[src/port_mirror_map.vh]
// Register offsets, field positions and reset values of the mirror unit.
`ifndef PORT_MIRROR_MAP_VH
`define PORT_MIRROR_MAP_VH

// ==========================================================
// Register byte offsets
`define PM_OFS_CONFIG 4'h0
`define PM_OFS_STATUS 4'h4

// ==========================================================
// Mirror configuration register fields
`define PM_CFG_WIDTH 15
`define PM_CFG_SEL_MSB 11
`define PM_CFG_REMOTE_BIT 12
`define PM_CFG_RXDIR_BIT 13
`define PM_CFG_PORT0_BIT 14
`define PM_CFG_RESET 15'h0000

// ==========================================================
// Status register fields
`define PM_STS_OVF_BIT 0
`define PM_STS_EMPTY_BIT 1
`define PM_STS_FULL_BIT 2
`define PM_STS_LVL_LSB 4
`define PM_STS_LVL_MSB 7

// ==========================================================
// Bus handshake reset values
`define PM_WAIT_RESET 1'b1
`define PM_RDATA_RESET 32'h0000_0000

`endif

[src/mirror_fifo.v]
// Flip-flop FIFO with valid/ready handshake on both sides.
`timescale 1ns/1ps
`default_nettype none

module mirror_fifo #(
   parameter WIDTH = 2,
   parameter DEPTH = 8,
   parameter AW = 3
) (
   input wire clock_in,
   input wire resetn_in,
   input wire [WIDTH-1:0] in_data_in,
   input wire in_valid_in,
   output wire in_ready_out,
   output wire [WIDTH-1:0] out_data_out,
   output wire out_valid_out,
   input wire out_ready_in,
   output wire [AW:0] level_out
);

   reg [WIDTH-1:0] mem_r [0:DEPTH-1];
   reg [AW:0] wr_ptr_r;
   reg [AW:0] rd_ptr_r;
   wire full;
   wire empty;
   wire push;
   wire pop;

   assign full = (wr_ptr_r[AW] != rd_ptr_r[AW]) &&
                 (wr_ptr_r[AW-1:0] == rd_ptr_r[AW-1:0]);
   assign empty = (wr_ptr_r == rd_ptr_r);
   assign in_ready_out = ~full;
   assign out_valid_out = ~empty;
   assign out_data_out = mem_r[rd_ptr_r[AW-1:0]];
   assign push = in_valid_in & ~full;
   assign pop = out_ready_in & ~empty;
   assign level_out = wr_ptr_r - rd_ptr_r;

   // The storage itself needs no reset; only the pointers define state.
   always @(posedge clock_in) begin
      if (push) begin
         mem_r[wr_ptr_r[AW-1:0]] <= in_data_in;
      end
   end

   always @(posedge clock_in or negedge resetn_in) begin
      if (!resetn_in) begin
         wr_ptr_r <= {(AW+1){1'b0}};
         rd_ptr_r <= {(AW+1){1'b0}};
      end else begin
         if (push) begin
            wr_ptr_r <= wr_ptr_r + 1'b1;
         end
         if (pop) begin
            rd_ptr_r <= rd_ptr_r + 1'b1;
         end
      end
   end

endmodule

`default_nettype wire

[src/port_mirror_select.v]
// Port mirroring unit: source selection, inter-chip path and mirror output.
//
// Summary of operation
// - Copy receive or transmit traffic of any one local port to the mirror.
// - Mirror output is port 0 or a dedicated MII port fed by data out.
// - Port 0 chosen as mirror output stops carrying its own traffic.
// - Accept peer mirror traffic on two bits qualified by a data enable.
// - Send mirror traffic to the peer on two bits with a data enable.
// - Config bits 11..0 pick the mirrored local port, one bit per port.
// - Config bit 12 marks the mirrored port remote; remote forces 11..0 zero.
// - Config bit 13 picks direction: 0 transmit, 1 receive.
// - Direction bit counts only on the chip holding the mirrored port.
// - Config bit 14 makes port 0 the mirror output, else ordinary port.
//
// Local design decisions: the placing of the registers and the Avalon-MM interface to the registers.
`timescale 1ns/1ps
`default_nettype none
`include "port_mirror_map.vh"

module port_mirror_select #(
   parameter NUM_PORTS = 12,
   parameter FIFO_DEPTH = 8,
   parameter FIFO_AW = 3
) (
   input wire clock_in,
   input wire resetn_in,
   input wire [3:0] avs_address_in,
   input wire avs_read_in,
   input wire avs_write_in,
   input wire [31:0] avs_writedata_in,
   input wire [3:0] avs_byteenable_in,
   output wire [31:0] avs_readdata_out,
   output wire avs_waitrequest_out,
   input wire [2*NUM_PORTS-1:0] port_rx_data_in,
   input wire [NUM_PORTS-1:0] port_rx_valid_in,
   input wire [2*NUM_PORTS-1:0] port_tx_data_in,
   input wire [NUM_PORTS-1:0] port_tx_valid_in,
   input wire port0_ready_in,
   output wire [1:0] port0_tx_data_out,
   output wire port0_tx_valid_out,
   output wire port0_normal_stop_out,
   output wire mirror_accept_out,
   input wire [1:0] mirror_data_in,
   input wire mirror_data_valid_in,
   output wire [1:0] mirror_data_out,
   output wire mirror_data_valid_out
);

   // ==========================================================
   // Register state
   reg [`PM_CFG_WIDTH-1:0] mirror_config_reg;
   reg [`PM_CFG_WIDTH-1:0] cfg_nxt;
   reg overflow_r;
   reg wait_r;
   reg [31:0] rdata_r;
   reg [31:0] rdata_nxt;
   reg [1:0] port0_data_r;
   reg port0_valid_r;
   reg port0_stop_r;
   reg accept_r;
   reg [1:0] peer_data_r;
   reg peer_valid_r;

   wire [NUM_PORTS-1:0] sel;
   wire cfg_remote;
   wire cfg_rxdir;
   wire cfg_port0;
   wire bus_req;
   wire wr_fire;
   wire rd_take;
   wire cfg_hit;
   wire sts_hit;
   wire ovf_clear;
   wire slice_lost;

   assign sel = mirror_config_reg[`PM_CFG_SEL_MSB:0];
   assign cfg_remote = mirror_config_reg[`PM_CFG_REMOTE_BIT];
   assign cfg_rxdir = mirror_config_reg[`PM_CFG_RXDIR_BIT];
   assign cfg_port0 = mirror_config_reg[`PM_CFG_PORT0_BIT];

   // ==========================================================
   // Peer input synchroniser
   // The peer chip's pins are treated as asynchronous, so data and enable
   // each pass two flip-flops before the selection logic sees them.
   // The two extra cycles cost nothing: the peer stream has no
   // back-pressure, and the FIFO depth is sized for port 0 stalls.
   reg [2:0] peer_meta_r;
   reg [2:0] peer_sync_r;

   always @(posedge clock_in or negedge resetn_in) begin
      if (!resetn_in) begin
         peer_meta_r <= 3'h0;
         peer_sync_r <= 3'h0;
      end else begin
         peer_meta_r <= {mirror_data_valid_in, mirror_data_in};
         peer_sync_r <= peer_meta_r;
      end
   end

   // ==========================================================
   // Local port selection
   // A one-hot selection is expected; if software sets several bits the
   // lowest-numbered port wins rather than merging streams.
   wire [NUM_PORTS:0] taken;
   wire [NUM_PORTS-1:0] pick_valid;
   wire [2*NUM_PORTS-1:0] pick_data;

   assign taken[0] = 1'b0;

   genvar gi;
   generate
      for (gi = 0; gi < NUM_PORTS; gi = gi + 1) begin : g_port
         wire hit;
         wire [1:0] slice;
         wire slice_valid;
         assign hit = sel[gi] & ~taken[gi];
         assign taken[gi+1] = taken[gi] | sel[gi];
         assign slice = cfg_rxdir ? port_rx_data_in[2*gi+1:2*gi] :
                        port_tx_data_in[2*gi+1:2*gi];
         assign slice_valid = cfg_rxdir ? port_rx_valid_in[gi] :
                              port_tx_valid_in[gi];
         assign pick_valid[gi] = hit & slice_valid;
         assign pick_data[2*gi+1:2*gi] = {2{hit}} & slice;
      end
   endgenerate

   reg [1:0] local_data;
   integer k;

   always @* begin
      local_data = 2'h0;
      for (k = 0; k < NUM_PORTS; k = k + 1) begin
         local_data = local_data | pick_data[2*k +: 2];
      end
   end

   // ==========================================================
   // Source choice and FIFO
   // On the remote side the direction bit plays no part: the peer chip
   // already chose what it sends.
   wire [1:0] src_data;
   wire src_valid;
   wire fifo_in_ready;
   wire [1:0] fifo_data;
   wire fifo_valid;
   wire fifo_out_ready;
   wire [FIFO_AW:0] fifo_level;
   wire fifo_pop;

   assign src_data = cfg_remote ? peer_sync_r[1:0] : local_data;
   assign src_valid = cfg_remote ? peer_sync_r[2] :
                      (|pick_valid);
   // Port 0 may stall the drain; the peer link and MII port cannot.
   assign fifo_out_ready = cfg_port0 ? port0_ready_in : 1'b1;
   assign fifo_pop = fifo_valid & fifo_out_ready;
   // A slice that meets a full FIFO is lost; software learns of it from
   // the sticky overflow flag, since the sources cannot be held back.
   assign slice_lost = src_valid & ~fifo_in_ready;
   // Eight slots ride out a short port 0 stall; a longer one overflows.

   mirror_fifo #(
      .WIDTH(2),
      .DEPTH(FIFO_DEPTH),
      .AW(FIFO_AW)
   ) u_fifo (
      .clock_in(clock_in),
      .resetn_in(resetn_in),
      .in_data_in(src_data),
      .in_valid_in(src_valid),
      .in_ready_out(fifo_in_ready),
      .out_data_out(fifo_data),
      .out_valid_out(fifo_valid),
      .out_ready_in(fifo_out_ready),
      .level_out(fifo_level)
   );

   // ==========================================================
   // Mirror outputs
   // Mirrored slices leave in order, one per enabled cycle; the data lines
   // are held at zero whenever the enable is low.
   always @(posedge clock_in or negedge resetn_in) begin
      if (!resetn_in) begin
         peer_data_r <= 2'h0;
         peer_valid_r <= 1'b0;
         port0_data_r <= 2'h0;
         port0_valid_r <= 1'b0;
         port0_stop_r <= 1'b0;
         accept_r <= 1'b0;
      end else begin
         accept_r <= fifo_in_ready;
         port0_stop_r <= cfg_port0;
         // Only the chip that holds the mirrored port feeds the peer/MII path.
         if (fifo_pop && !cfg_remote) begin
            peer_data_r <= fifo_data;
            peer_valid_r <= 1'b1;
         end else begin
            peer_data_r <= 2'h0;
            peer_valid_r <= 1'b0;
         end
         if (cfg_port0) begin
            port0_data_r <= fifo_pop ? fifo_data : 2'h0;
            port0_valid_r <= fifo_pop;
         end else begin
            // Outside mirror mode port 0 carries its own transmit stream,
            // registered like the mirror output stage: one cycle late, where mirrored local slices take two.
            port0_data_r <= port_tx_data_in[1:0];
            port0_valid_r <= port_tx_valid_in[0];
         end
      end
   end

   assign mirror_data_out = peer_data_r;
   assign mirror_data_valid_out = peer_valid_r;
   assign port0_tx_data_out = port0_data_r;
   assign port0_tx_valid_out = port0_valid_r;
   assign port0_normal_stop_out = port0_stop_r;
   assign mirror_accept_out = accept_r;

   // ==========================================================
   // Avalon-MM slave
   // Every access is answered with exactly one wait state: waitrequest is
   // high in the first cycle of a request and low in the second.
   assign bus_req = avs_read_in | avs_write_in;
   assign wr_fire = avs_write_in & ~wait_r;
   assign rd_take = avs_read_in & wait_r;
   assign cfg_hit = (avs_address_in == `PM_OFS_CONFIG);
   assign sts_hit = (avs_address_in == `PM_OFS_STATUS);
   // Clearing needs a one in the flag's own bit, so a careless write of
   // zeros to the status word never hides an overflow.
   assign ovf_clear = wr_fire & sts_hit & avs_byteenable_in[0] &
                      avs_writedata_in[`PM_STS_OVF_BIT];

   // ==========================================================
   // Register write decode
   always @* begin
      cfg_nxt = mirror_config_reg;
      if (wr_fire && cfg_hit) begin
         if (avs_byteenable_in[0]) begin
            cfg_nxt[7:0] = avs_writedata_in[7:0];
         end
         if (avs_byteenable_in[1]) begin
            cfg_nxt[`PM_CFG_WIDTH-1:8] =
               avs_writedata_in[`PM_CFG_WIDTH-1:8];
         end
         // A chip marked remote holds no local selection; clearing it here
         // rather than masking it at each use keeps readback truthful.
         if (cfg_nxt[`PM_CFG_REMOTE_BIT]) begin
            cfg_nxt[`PM_CFG_SEL_MSB:0] = 12'h000;
         end
      end
   end

   // ==========================================================
   // Register read mux
   // Read data are captured in the wait cycle so that they stand settled
   // in the cycle in which waitrequest is low.
   always @* begin
      rdata_nxt = 32'h0000_0000;
      case (avs_address_in)
         `PM_OFS_CONFIG: begin
            rdata_nxt[`PM_CFG_WIDTH-1:0] = mirror_config_reg;
         end
         `PM_OFS_STATUS: begin
            rdata_nxt[`PM_STS_OVF_BIT] = overflow_r;
            rdata_nxt[`PM_STS_EMPTY_BIT] = ~fifo_valid;
            rdata_nxt[`PM_STS_FULL_BIT] = ~fifo_in_ready;
            rdata_nxt[`PM_STS_LVL_MSB:`PM_STS_LVL_LSB] = fifo_level;
         end
         default: begin
            rdata_nxt = 32'h0000_0000;
         end
      endcase
   end

   // ==========================================================
   // Register updates
   always @(posedge clock_in or negedge resetn_in) begin
      if (!resetn_in) begin
         wait_r <= `PM_WAIT_RESET;
         rdata_r <= `PM_RDATA_RESET;
         mirror_config_reg <= `PM_CFG_RESET;
         overflow_r <= 1'b0;
      end else begin
         wait_r <= ~(bus_req & wait_r);
         if (rd_take) begin
            rdata_r <= rdata_nxt;
         end
         mirror_config_reg <= cfg_nxt;
         // A slice lost to a full FIFO sets the flag; set beats clear.
         if (slice_lost) begin
            overflow_r <= 1'b1;
         end else if (ovf_clear) begin
            overflow_r <= 1'b0;
         end
      end
   end

   assign avs_readdata_out = rdata_r;
   assign avs_waitrequest_out = wait_r;

endmodule

`default_nettype wire

[config.mk]
export PLATFORM = sky130hd
export DESIGN_NAME = port_mirror_select
export DESIGN_NICKNAME = d
export VERILOG_FILES = /design/src/mirror_fifo.v /design/src/port_mirror_select.v
export VERILOG_INCLUDE_DIRS = /design/src
export SDC_FILE = /design/constraint.sdc
export NUM_CORES = 1
export LEC_CHECK = 0
export BUFFER_PORTS_ARGS = -buffer_cell sky130_fd_sc_hd__buf_2
export CORE_ASPECT_RATIO = 0.75
export CORE_MARGIN = 1
export CORE_UTILIZATION = 45
export CTS_CLUSTER_DIAMETER = 120
export DETAILED_ROUTE_END_ITERATION = 6
export PLACE_DENSITY_LB_ADDON = 0.2
export SLEW_MARGIN = 20
export SYNTH_ARGS = -nofsm -noshare
export SYNTH_HDL_FRONTEND = slang
export SYNTH_SLANG_ARGS = --single-unit
export TNS_END_PERCENT = 5
[constraint.sdc]
create_clock -name clock_in -period 3.4 [get_ports clock_in]
set_input_delay 0.68 -clock clock_in [delete_from_list [all_inputs] [get_ports clock_in]]
set_output_delay 0.68 -clock clock_in [all_outputs]
set_load 0.01 [all_outputs]
Yosys cells after proc, flatten, opt, wreduce, memory -nomap -nowiden
Memories as Yosys holds them, arrays and structs flattened.
Cells that the tools add are included.

word-level totals
  memories kept = 1
  bits in registers = 54
  output and inout port bits = 41
  bits in writable memories = 16
  input port bits = 120

operators by class
  bitwise operators = 81
  muxes and demuxes = 44
  eq/ne operators = 6
  reduce and logical (&&, ||, !) cells = 11
  $add $sub $neg = 3

memory list
  name          words  width  rd ports  clocked after Yosys merged registers in  wr ports  line              text
  u_fifo.mem_r  8      2      1         0                                        1         mirror_fifo.v:21  reg [WIDTH-1:0] mem_r [0:DEPTH-1];

operators with widths
  operator                                                                  number
  1-bit bitwise AND                                                         32
  2-bit two-way mux                                                         16
  2-bit bitwise AND                                                         12
  2-bit bitwise OR                                                          11
  1-bit two-way mux                                                         21
  7-bit two-way mux                                                         3
  1-bit NOT                                                                 15
  12-bit two-way mux                                                        1
  12-bit OR reduction                                                       1
  1-bit bitwise OR                                                          11
  4-bit by 1-bit adder with 4-bit output (second input constant)            2
  8-bit two-way mux                                                         1
  4-bit case mux with 2 select lines                                        1
  3-bit case mux with 2 select lines                                        1
  2-bit AND reduction                                                       3
  4-bit by 3-bit equality test with 1-bit output (second input constant)    1
  4-bit equality test                                                       1
  4-bit zero test                                                           1
  2-bit nonzero test                                                        2
  4-bit subtractor                                                          1
  3-bit equality test                                                       1
  1-bit logical AND                                                         3
  3-bit by 2-bit inequality test with 1-bit output (second input constant)  1
  2-bit inequality test (second input constant)                             1
  2 further kinds                                                           2

Longest topological paths before layout
Gate-level depths: netlist of run 1.

  depth in word-level cells = 18
  mapped depth = 8
  depth with buffers taken out = 7

Hierarchy
From an unflattened synthesis of run 1, not the netlist that was laid out.

second synthesis, totals
  cells, all modules = 342
  area, all modules = 3807.4 µm²

modules (own cells, without submodules)
  module              sequential area each (µm²)  cells each  times used  area each (µm²)
  port_mirror_select  1152.4                      259         1           2643.8
  mirror_fifo         680.7                       83          1           1163.6

Worst setup path after synthesis of run 1
OpenSTA, ideal clock, no wires.

  path kind = input -> register
  from = in port_tx_valid_in[8]
  to = mem u_fifo.mem_r[2][0] (enable)
  required time = 3.130 ns
  data arrival time = 2.079 ns
  path buffers = 1
  stages = 6
  setup slack = 1.051 ns
  library setup time = 0.270 ns
  path through = mux2_4 -> a22o_1 -> o311ai_2 -> and4_4 -> buf_6 -> nor3_1

on the way
  word-level cells in the longest chain between the ends = 7

RTL lines
  item                                     line                      text
  start: declaration                       port_mirror_select.v:37   input wire [NUM_PORTS-1:0] port_tx_valid_in,
  1-bit two-way mux                        port_mirror_select.v:120  assign slice_valid = cfg_rxdir ? port_rx_valid_in[gi] :
  1-bit bitwise AND                        port_mirror_select.v:122  assign pick_valid[gi] = hit & slice_valid;
  12-bit OR reduction                      port_mirror_select.v:152  (|pick_valid);
  1-bit two-way mux                        port_mirror_select.v:151  assign src_valid = cfg_remote ? peer_sync_r[2] :
  1-bit bitwise AND                        mirror_fifo.v:35          assign push = in_valid_in & ~full;
  1-bit two-way mux                        mirror_fifo.v:41          if (push) begin
  1-bit two-way mux (implied by the code)  mirror_fifo.v:42          mem_r[wr_ptr_r[AW-1:0]] <= in_data_in;
  end: declaration                         mirror_fifo.v:21

No other way between the ends.

Final worst setup path of run 1
  from = reg mirror_config_reg[1]
  to = mem u_fifo.mem_r[4][0] (enable)

on the way
  word-level cells in the longest chain between the ends = 18
  elaborated cells on any way between the ends = 47

RTL lines
  item                                       line                      text
  start: declaration                         port_mirror_select.v:51   reg [`PM_CFG_WIDTH-1:0] mirror_config_reg;
  start signal: assignment                   port_mirror_select.v:281  mirror_config_reg <= `PM_CFG_RESET;
  start signal: assignment                   port_mirror_select.v:288  mirror_config_reg <= cfg_nxt;
  1-bit bitwise OR (10 in series)            port_mirror_select.v:117  assign taken[gi+1] = taken[gi] | sel[gi];
  1-bit NOT                                  port_mirror_select.v:116  assign hit = sel[gi] & ~taken[gi];
  1-bit bitwise AND                          port_mirror_select.v:116
  1-bit bitwise AND                          port_mirror_select.v:122
  12-bit OR reduction *                      port_mirror_select.v:152
  1-bit two-way mux *                        port_mirror_select.v:151
  1-bit bitwise AND *                        mirror_fifo.v:35
  1-bit two-way mux *                        mirror_fifo.v:41
  1-bit two-way mux (implied by the code) *  mirror_fifo.v:42

Mark *: on every way between the ends. The rest lies on a longest branch, timed or not.

==> results of run 1 <==
## power by group
part           internal, mW  switching (mW)
registers              1.04           0.186
clock network         0.682           0.369
logic                 0.497           0.591
## worst reg2reg max path, delay by kind of cell (launching register included)
kind             cells  cell delay [ns]
flip-flops           1             0.56
AO/OA/AOI/OAI        1             0.28
AND/OR/NAND/NOR      4             1.62
## cells by family (layout without fill, tap and decap cells)
kind of cell	after synthesis	after routing
buffers and inverters	53	162
adder cells (fa/ha/maj)	6	6
AND/OR/NAND/NOR	114	114
XOR/XNOR	6	6
other	1	17
AO/OA/AOI/OAI	89	89
multiplexers	37	37
flip-flops	70	70
## layout make-up
| type | instances | area [sq um] | share of cell area, % |
|---|---|---|---|
| Inverter | 16 | 60.1 | 1.21 |
| Tap cell | 108 | 135 | 2.72 |
| Clock buffer | 12 | 289 | 5.81 |
| Multi-Input combinational cell | 269 | 1940 | 38.9 |
| Clock inverter | 4 | 55.1 | 1.11 |
| Sequential cell | 70 | 1830 | 36.9 |
| Timing Repair Buffer | 130 | 666 | 13.4 |
## cells in the mapped netlist, drive strengths merged, types with 5 or more instances
master / n / area (sq um)
a21oi: 9 / 45.0
a22o: 13 / 114
a22oi: 7 / 52.6
buf: 24 / 180
clkbuf: 13 / 48.8
dfrtp: 53 / 1330
edfxtp: 16 / 480
ha: 5 / 62.6
inv: 16 / 60.1
mux2: 18 / 206
mux2i: 15 / 150
nand2: 42 / 158
nand2b: 5 / 31.3
nand3: 5 / 25.0
nor2: 12 / 45.0
nor2b: 5 / 31.3
nor3: 9 / 45.0
nor4: 7 / 96.3
o21ai: 29 / 149
o22ai: 5 / 31.3
or3: 7 / 43.8
xnor2: 5 / 43.8
## how the worst max path moves through the flow
stage | cells past startpoint | startpoint | to
6_report | 5 | mirror_config_reg[1] | u_fifo.mem_r[4][0]
5_1_grt | 5 | mirror_config_reg[1] | u_fifo.mem_r[4][0]
4_1_cts | 5 | mirror_config_reg[1] | u_fifo.mem_r[4][0]
3_5_place_dp | 5 | mirror_config_reg[1] | u_fifo.mem_r[4][0]
3_3_place_gp | 5 | mirror_config_reg[1] | u_fifo.mem_r[1][1]
2_1_floorplan | 6 | port_tx_valid_in[8] | u_fifo.mem_r[2][0]
## per-layer routing
metal  vias up  GRT usage [%]  part of all wire [%]
met4         0           6.55                   1.4
met2       132           36.0                    44
met3        13           7.55                   7.6
li1       1605              -                     -
met1      1546           34.1                    46
met5         -              0                     0
==> impl_metrics.yaml, run 1 <==
finish:
  syn2layout_area_growth_pct: 24.4
  instances_no_fill: 609
  fin_util_pct: 58.3
  drive_gt1_share_pct: 36.7
  final_cell_mix: "buf_2, dfrtp_1, nand2_1"
  diodes: 0
  final_cell_area_sq_mm: 0.00497
  fill_cells: 731
  mostFrequentLayoutCell: "buf_2"
  largest_reg_flops: 16
  final_nets: 622
floorplan:
  fp.coreArea_sq_mm: 0.00853
  io_pins: 161
  die_w_um: 111
  die_area_sq_mm: 0.00927
  fp-row-count: 29
  die_height_um: 83.6
  initial_core_util_pct: 46.9
hold_path:
  hp-start: "peer_meta_r[2]"
  holdPathEnd: "peer_sync_r[2]"
  hold_path.class: "flop to flop"
  holdPathStages: 0
detailed_routing:
  ant_nets: 0
  vias_per_cell: 5.41
  drt-total-wl_um: 10500
  drt-initial-drc-count: 256
  routedWlPerCell_um: 17.2
  vias: 3296
  drc: 0
  firstDrtPassIters: 4
timing:
  post-route-min-period_ns: 2.79
  tightest_slew_ns: 0.822
  slew_headroom_pct: 45.2
  rsz0062_at_grt: "no"
  setup_violations: 0
  finalCritPeriodShare_pct: 82.2
  finClkSkew_ns: 0.00720
  fin_setup_tns_ns: 0
  drv_slew: 0
  hold_violations: 0
  holdWs_ns: 0.362
  max_freq_mhz: 358
  fin_ws_ns: 0.605
worst_setup_path:
  timing.rr.end: "u_fifo.mem_r[4][0]"
  cp_top_family: "simple AND/OR/NAND/NOR gates"
  crit_slowest_cell: "or4_4"
  slowest_delay_ns: 0.63
  start_kind: "flop"
  crit_fanout: 14
  path_cells: "or4_4, nor2_1, o311ai_2, and4_4, nor4_2"
  worst_setup_path_end_kind: "flop"
  path_buf_inv: 0
  critPathKind: "flop to flop"
  crit_arrival_ns: 2.79
  r2r-start: "mirror_config_reg[1]"
  reg2regPathDepth: 5
  r2r_slack_ns: 0.61
  crit_required_ns: 3.40
power:
  total_leakage_power_nw: 2.20
  power_density_mw_per_mm2: 677
  total_power_mw: 3.37
  vdd_drop_max_v: 0.000473
synth:
  synth_cell_types: 62
  syn_area_sq_mm: 0.00400
  synth_top_family_by_area: "simple AND/OR/NAND/NOR gates"
  synthSimpleGateAreaFrac_pct: 16.5
  synth_xor_xnor_area_share_pct: 1.31
  ys.flop_type: "dfrtp_1"
  synth-adder-area-share_pct: 2.07
  synthMuxAreaShare_pct: 11.2
  synth-async-reset-ratio_pct: 77.1
  synth-compound-area-share_pct: 15.8
  postSynthAreaPerCell_sq_um: 10.6
  ys_ff_latch: 70
  synth_cells: 376
  ys_seq_area_share_pct: 45.9
  yosysWarnings: 0
  synth_edf_count: 16
run_status:
  status: "completed"
grt:
  grt_pass1_wl_um: 17100
  grt_pass1_vias: 3173
  grt_start_max_net_pins: 31
  grt.total_usage_pct: 24.2
  grt_antenna_before_repair: 0
  grt.overflow.total: 0
place:
  portBuffers: 124
  hpwl_um: 8190
  post_dp_cell_area_sq_mm: 0.00463
  gp_congestion: 0.884
  pre_cts_ws_ns: 0.647
  place_inst: 593
clock_tree:
  cts_resized: 0
  tritoncts: "built"
  clk_latency_ns: 0.34
  numCtsBuffers: 9
  post_cts_buffers: 0
  clk_pin_slew_worst_paths_ns: 0.06
  cts.htree.levels: 3
  clock-root-buffer: "clkbuf_16"
  cts_max_path_buffers: 2
  cts.sinks: 70
  postCtsHoldBufs: 0
job:
  maxCapViolCount: 0
(Power assumes the default switching activity.)
==> run 2, diff against run 1 <==
--- a/config.mk
+++ b/config.mk
@@ -9,7 +9,7 @@
 export BUFFER_PORTS_ARGS = -buffer_cell sky130_fd_sc_hd__buf_2
 export CORE_ASPECT_RATIO = 0.75
 export CORE_MARGIN = 1
-export CORE_UTILIZATION = 45
+export CORE_UTILIZATION = 44
 export CTS_CLUSTER_DIAMETER = 120
 export DETAILED_ROUTE_END_ITERATION = 6
 export PLACE_DENSITY_LB_ADDON = 0.2
==> constraint.sdc (replaced) <==
create_clock -name clock_in -period 2.5 [get_ports clock_in]
set_input_delay 0.5 -clock clock_in [delete_from_list [all_inputs] [get_ports clock_in]]
set_output_delay 0.5 -clock clock_in [all_outputs]
set_load 0.01 [all_outputs]
==> run 2 against run 1 <==
The run now ends with DRC left. Clock-buffer cell count down 2. Via count up 2.7%. Die area up 2.2%. Critical path depth up 1. Sequential share of layout area down 0.90 points. Utilization up 0.70 points. Worst hold slack worse by 0.22 ns. Wire length up 2.2%. Cell count up 3.3%. Clock skew up 0.00078 ns. Largest power group is now combinational logic.
==> impl_metrics.yaml, run 2 (synthesized netlist as in run 1, its figures left out) <==
worst_setup_path:
  crit_arrival_ns: 2.41
  crit_required_ns: 2.49
  r2r-start: "mirror_config_reg[0]"
  worst_setup_path_end_kind: "flop"
  start_kind: "flop"
  crit_fanout: 13
  critPathKind: "flop to flop"
  crit_path_start: "mirror_config_reg[0]"
timing:
  drv_slew: 0
  hold_violations: 0
  max_freq_mhz: 412
  holdWs_ns: 0.142
  post-route-min-period_ns: 2.42
  tightest_slew_ns: 0.807
  finalCritPeriodShare_pct: 97.0
  setup_violations: 0
  finClkSkew_ns: 0.00798
  slew_headroom_pct: 46.1
  fin_setup_tns_ns: 0
  rsz0062_at_grt: "yes"
grt:
  grt_pass1_wl_um: 17800
  grt_antenna_before_repair: 0
  grt_start_max_net_pins: 31
  grt.total_usage_pct: 24.6
  grt.overflow.total: 0
  grt_pass1_vias: 3434
job:
  maxCapViolCount: 0
detailed_routing:
  drt-initial-drc-count: 233
  firstDrtPassIters: 7
  ant_nets: 0
  drt-total-wl_um: 10700
  drc: 11
  routedWlPerCell_um: 17.0
  vias_per_cell: 5.38
  vias: 3386
power:
  total_leakage_power_nw: 2.28
  total_power_mw: 4.55
  power_density_mw_per_mm2: 892
  vdd_drop_max_v: 0.000346
finish:
  instances_no_fill: 629
  diodes: 0
  final_nets: 642
  final_cell_mix: "buf_2, dfrtp_1, nand2_1"
  drive_gt1_share_pct: 39.3
  mostFrequentLayoutCell: "buf_2"
  final_cell_area_sq_mm: 0.00510
  syn2layout_area_growth_pct: 27.5
  largest_reg_flops: 16
  fill_cells: 739
clock_tree:
  clk_pin_slew_worst_paths_ns: 0.06
  clk_latency_ns: 0.34
  postCtsHoldBufs: 0
  clock-root-buffer: "clkbuf_16"
  numCtsBuffers: 9
  cts.htree.levels: 3
  cts_max_path_buffers: 2
  cts.sinks: 70
  cts_resized: 0
  tritoncts: "built"
  post_cts_buffers: 0
place:
  gp_congestion: 0.824
  hpwl_um: 8300
  post_dp_cell_area_sq_mm: 0.00479
  portBuffers: 124
  place_inst: 613
floorplan:
  die_area_sq_mm: 0.00947
  initial_core_util_pct: 46.3
  fp-row-count: 29
  die_w_um: 112
  io_pins: 161
  fp.coreArea_sq_mm: 0.00864
  die_height_um: 84.5
hold_path:
  hold_path.class: "input port to async pin"
run_status:
  status: "finished, violations left"
  violations: "DRC"
-- run 2: final cells by class --
class | count | area [sq um] | area share [%]
sequential | 70 | 1830 | 36.0
clock buffer | 10 | 239 | 4.69
clock inverter | 6 | 43.8 | 0.859
multi-input combinational | 269 | 1960 | 38.4
tap | 108 | 135 | 2.65
inverter | 16 | 60.1 | 1.18
timing repair buffer | 150 | 828 | 16.2
-- run 2: critical path, cell delays in order, from the launching register on --
cell and delay (ns):
dfrtp_1 0.38, buf_4 0.19, or4b_1 0.62, nor2_1 0.17
nor4_2 0.07, and4_4 0.24, nor3_1 0.40
-- run 2: per-stage QoR --
step / setup slack [ns] / utilization [%]
floorplan: 0.172 / -
global placement: 0.169 / 55.5
detailed placement: 0.122 / 55.5
CTS: 0.110 / 58.8
global route: -0.0371 / 59.0
finish: 0.0753 / 59.0
-- run 2: report_power, final --
group	total [mW]	internal, mW	leakage (nW)	switching, mW
clock network	1.21	0.704	0.136	0.502
registers	1.56	1.42	0.832	0.143
logic	1.78	0.806	1.31	0.976
total	4.55	2.93	2.28	1.62
-- run 2: layer usage --
metal / wire (um) / global-route usage, % / part of all wire, %
met1: 5130 / 35.7 / 48
met2: 4710 / 36.5 / 44
met3: 688 / 5.70 / 6.4
met4: 180 / 7.88 / 1.7
met5: 0 / 0 / 0
-- run 2: path summary, 6_finish.rpt --
path                                    endpoint  slack [ns]  depth (start not counted)
max                           u_fifo.mem_r[3][1]        0.08                          6
min                        mirror_config_reg[11]        0.14                          1
max reg2reg                   u_fifo.mem_r[3][1]        0.08                          6
min reg2reg                       peer_sync_r[2]        0.35                          0
max in group asynchronous     u_fifo.wr_ptr_r[0]        1.67                          2
min in group clock_in             peer_meta_r[0]        0.27                          1
==> run 3, diff against run 2 <==
--- a/config.mk
+++ b/config.mk
@@ -9,10 +9,11 @@
 export BUFFER_PORTS_ARGS = -buffer_cell sky130_fd_sc_hd__buf_2
 export CORE_ASPECT_RATIO = 0.75
 export CORE_MARGIN = 1
-export CORE_UTILIZATION = 44
+export CORE_UTILIZATION = 40
 export CTS_CLUSTER_DIAMETER = 120
 export DETAILED_ROUTE_END_ITERATION = 6
 export PLACE_DENSITY_LB_ADDON = 0.2
+export SETUP_SLACK_MARGIN = 0.15
 export SLEW_MARGIN = 20
 export SYNTH_ARGS = -nofsm -noshare
 export SYNTH_HDL_FRONTEND = slang
==> run 3 against run 2 <==
The run now ends clean. Clock power grew 7%. Utilization shrank 5.1 points. Wire length grew 0.13%. Sequential power is essentially flat. Cell count grew 4.0%. First-iteration DRC count shrank 18%. Sequential share of layout area shrank 0.94 points. Via count grew 0.24%. Critical path type unchanged.
==> impl_metrics.yaml, run 3 (synthesized netlist as in run 1, its figures left out) <==
worst_setup_path:
  cp_top_family: "simple AND/OR/NAND/NOR gates"
  critPathKind: "flop to flop"
  crit_required_ns: 2.50
  crit_arrival_ns: 2.28
  slowest_delay_ns: 0.58
  crit_path_start: "mirror_config_reg[0]"
  r2r-start: "mirror_config_reg[0]"
  crit_fanout: 13
  path_cells: "buf_4, or4b_4, nor2_2, nor4_4, and4_4, nor3_1"
  worst_setup_path_end_kind: "flop"
  path_buf_inv: 1
  start_kind: "flop"
  r2r_slack_ns: 0.23
  crit_slowest_cell: "or4b_4"
power:
  p_clk_share_pct: 27.7
  comb_power_share_pct: 39.1
  power_density_mw_per_mm2: 898
  power.switching_mw: 1.64
  seqPwrFrac_pct: 33.2
  swShare_pct: 34.8
  internal-power_mw: 3.07
  vdd_drop_max_v: 0.000428
  total_leakage_power_nw: 2.32
finish:
  multi_input_area_sq_mm: 0.00203
  syn2layout_area_growth_pct: 30.9
  final_cell_mix: "buf_2, dfrtp_1, nand2_1"
  mostFrequentLayoutCell: "buf_2"
  fill_cells: 880
  drive_gt1_share_pct: 40.2
  final_nets: 644
  diodes: 0
  largest_reg_flops: 16
  seq_area_sq_mm: 0.00183
  fin_util_pct: 54.0
timing:
  max_freq_mhz: 440
  tightest_slew_ns: 0.773
  setup_violations: 0
  hold_violations: 0
  post-route-min-period_ns: 2.27
  rsz0062_at_grt: "yes"
  slew_headroom_pct: 48.3
  finClkSkew_ns: 0.00554
  fin_setup_tns_ns: 0
  finalCritPeriodShare_pct: 90.9
  drv_slew: 0
grt:
  grt_use_met1_pct: 32.1
  grt_busiest_layer: "met1"
  use_met3_pct: 4.70
  grt_start_max_net_pins: 31
  grt.met2_usage_pct: 31.8
  grt_pass1_wl_um: 16900
  grt_antenna_before_repair: 0
  grt_pass1_vias: 3189
  grt.overflow.total: 0
  grt.total_usage_pct: 21.7
clock_tree:
  cts_max_path_buffers: 2
  cts.sinks: 70
  clk_latency_ns: 0.33
  post_cts_buffers: 0
  clk_pin_slew_worst_paths_ns: 0.06
  numCtsBuffers: 9
  tritoncts: "built"
  cts.htree.levels: 3
  clock-root-buffer: "clkbuf_16"
place:
  hpwl_um: 8350
  gp_congestion: 0.820
  portBuffers: 124
floorplan:
  initial_core_util_pct: 41.2
  die_area_sq_mm: 0.0104
  io_pins: 161
  die_height_um: 88.6
  fp.coreArea_sq_mm: 0.00970
  fp-row-count: 31
  die_w_um: 117
detailed_routing:
  drt-total-wl_um: 10700
  routedWlPerCell_um: 16.4
  ant_nets: 0
  firstDrtPassIters: 5
  drt-initial-drc-count: 192
  vias_per_cell: 5.19
  drc: 0
  vias: 3394
hold_path:
  hold_path.class: "input port to async pin"
run_status:
  status: "completed"
job:
  maxCapViolCount: 0
run 3: changes by cell type in the layout (fill, tap and decap cells not counted), sizes merged:
cell      change
clkbuf        +2
inv           -2
clkinvlp      -2
and4          +1
buf           +1
clkinv        +1
run 3: cell type report:
class                      instances  share of cell area (%)
sequential                        70                    35.0
timing repair buffer             151                    16.0
tap                              132                    3.16
inverter                          16                    1.15
multi-input combinational        270                    38.8
clock buffer                      12                    5.52
clock inverter                     3                   0.430
run 3: path summary, 6_finish.rpt:
path                                        endpoint  cells after the start
worst max-delay path              u_fifo.mem_r[7][1]                      6
worst min-delay path            avs_readdata_out[11]                      1
worst max register to register    u_fifo.mem_r[7][1]                      6
worst min register to register        peer_sync_r[2]                      0
max in group asynchronous          mirror_accept_out                      2
min in group clock_in                 peer_meta_r[2]                      1
run 3: routing by layer:
layer	vias up	share of wire (%)
met5	-	0
met4	0	0.84
met3	8	6.5
met2	125	43
met1	1615	50
li1	1646	-
run 3: what timing repair did:
action	in CTS	in global routing
resized for setup	0	13
hold buffers	0	0
setup endpoints to repair	0	24
run 3: power groups by stage:
| stage | clock network [mW] | registers (mW) | logic, mW |
|---|---|---|---|
| global placement | 0 | 1.57 | 1.69 |
| CTS | 1.32 | 1.56 | 1.73 |
| global route | 1.36 | 1.59 | 2.02 |
| floorplan | 0 | 1.59 | 1.15 |
| finish | 1.30 | 1.56 | 1.84 |
| detailed placement | 0 | 1.58 | 1.73 |
run 3: per-stage QoR:
step | power, mW | worst slack (ns) | hold slack (ns) | std cells | cell area, sq um
after floorplan | 2.74 | 0.172 | 0.204 | 392 | 4060
after global placement | 3.27 | 0.219 | 0.333 | 638 | 4830
after detailed placement | 3.31 | 0.159 | 0.335 | 638 | 4830
after CTS | 4.62 | 0.155 | 0.181 | 653 | 5140
after global routing | 4.96 | 0.158 | 0.212 | 654 | 5230
final | 4.70 | 0.228 | 0.162 | 654 | 5230
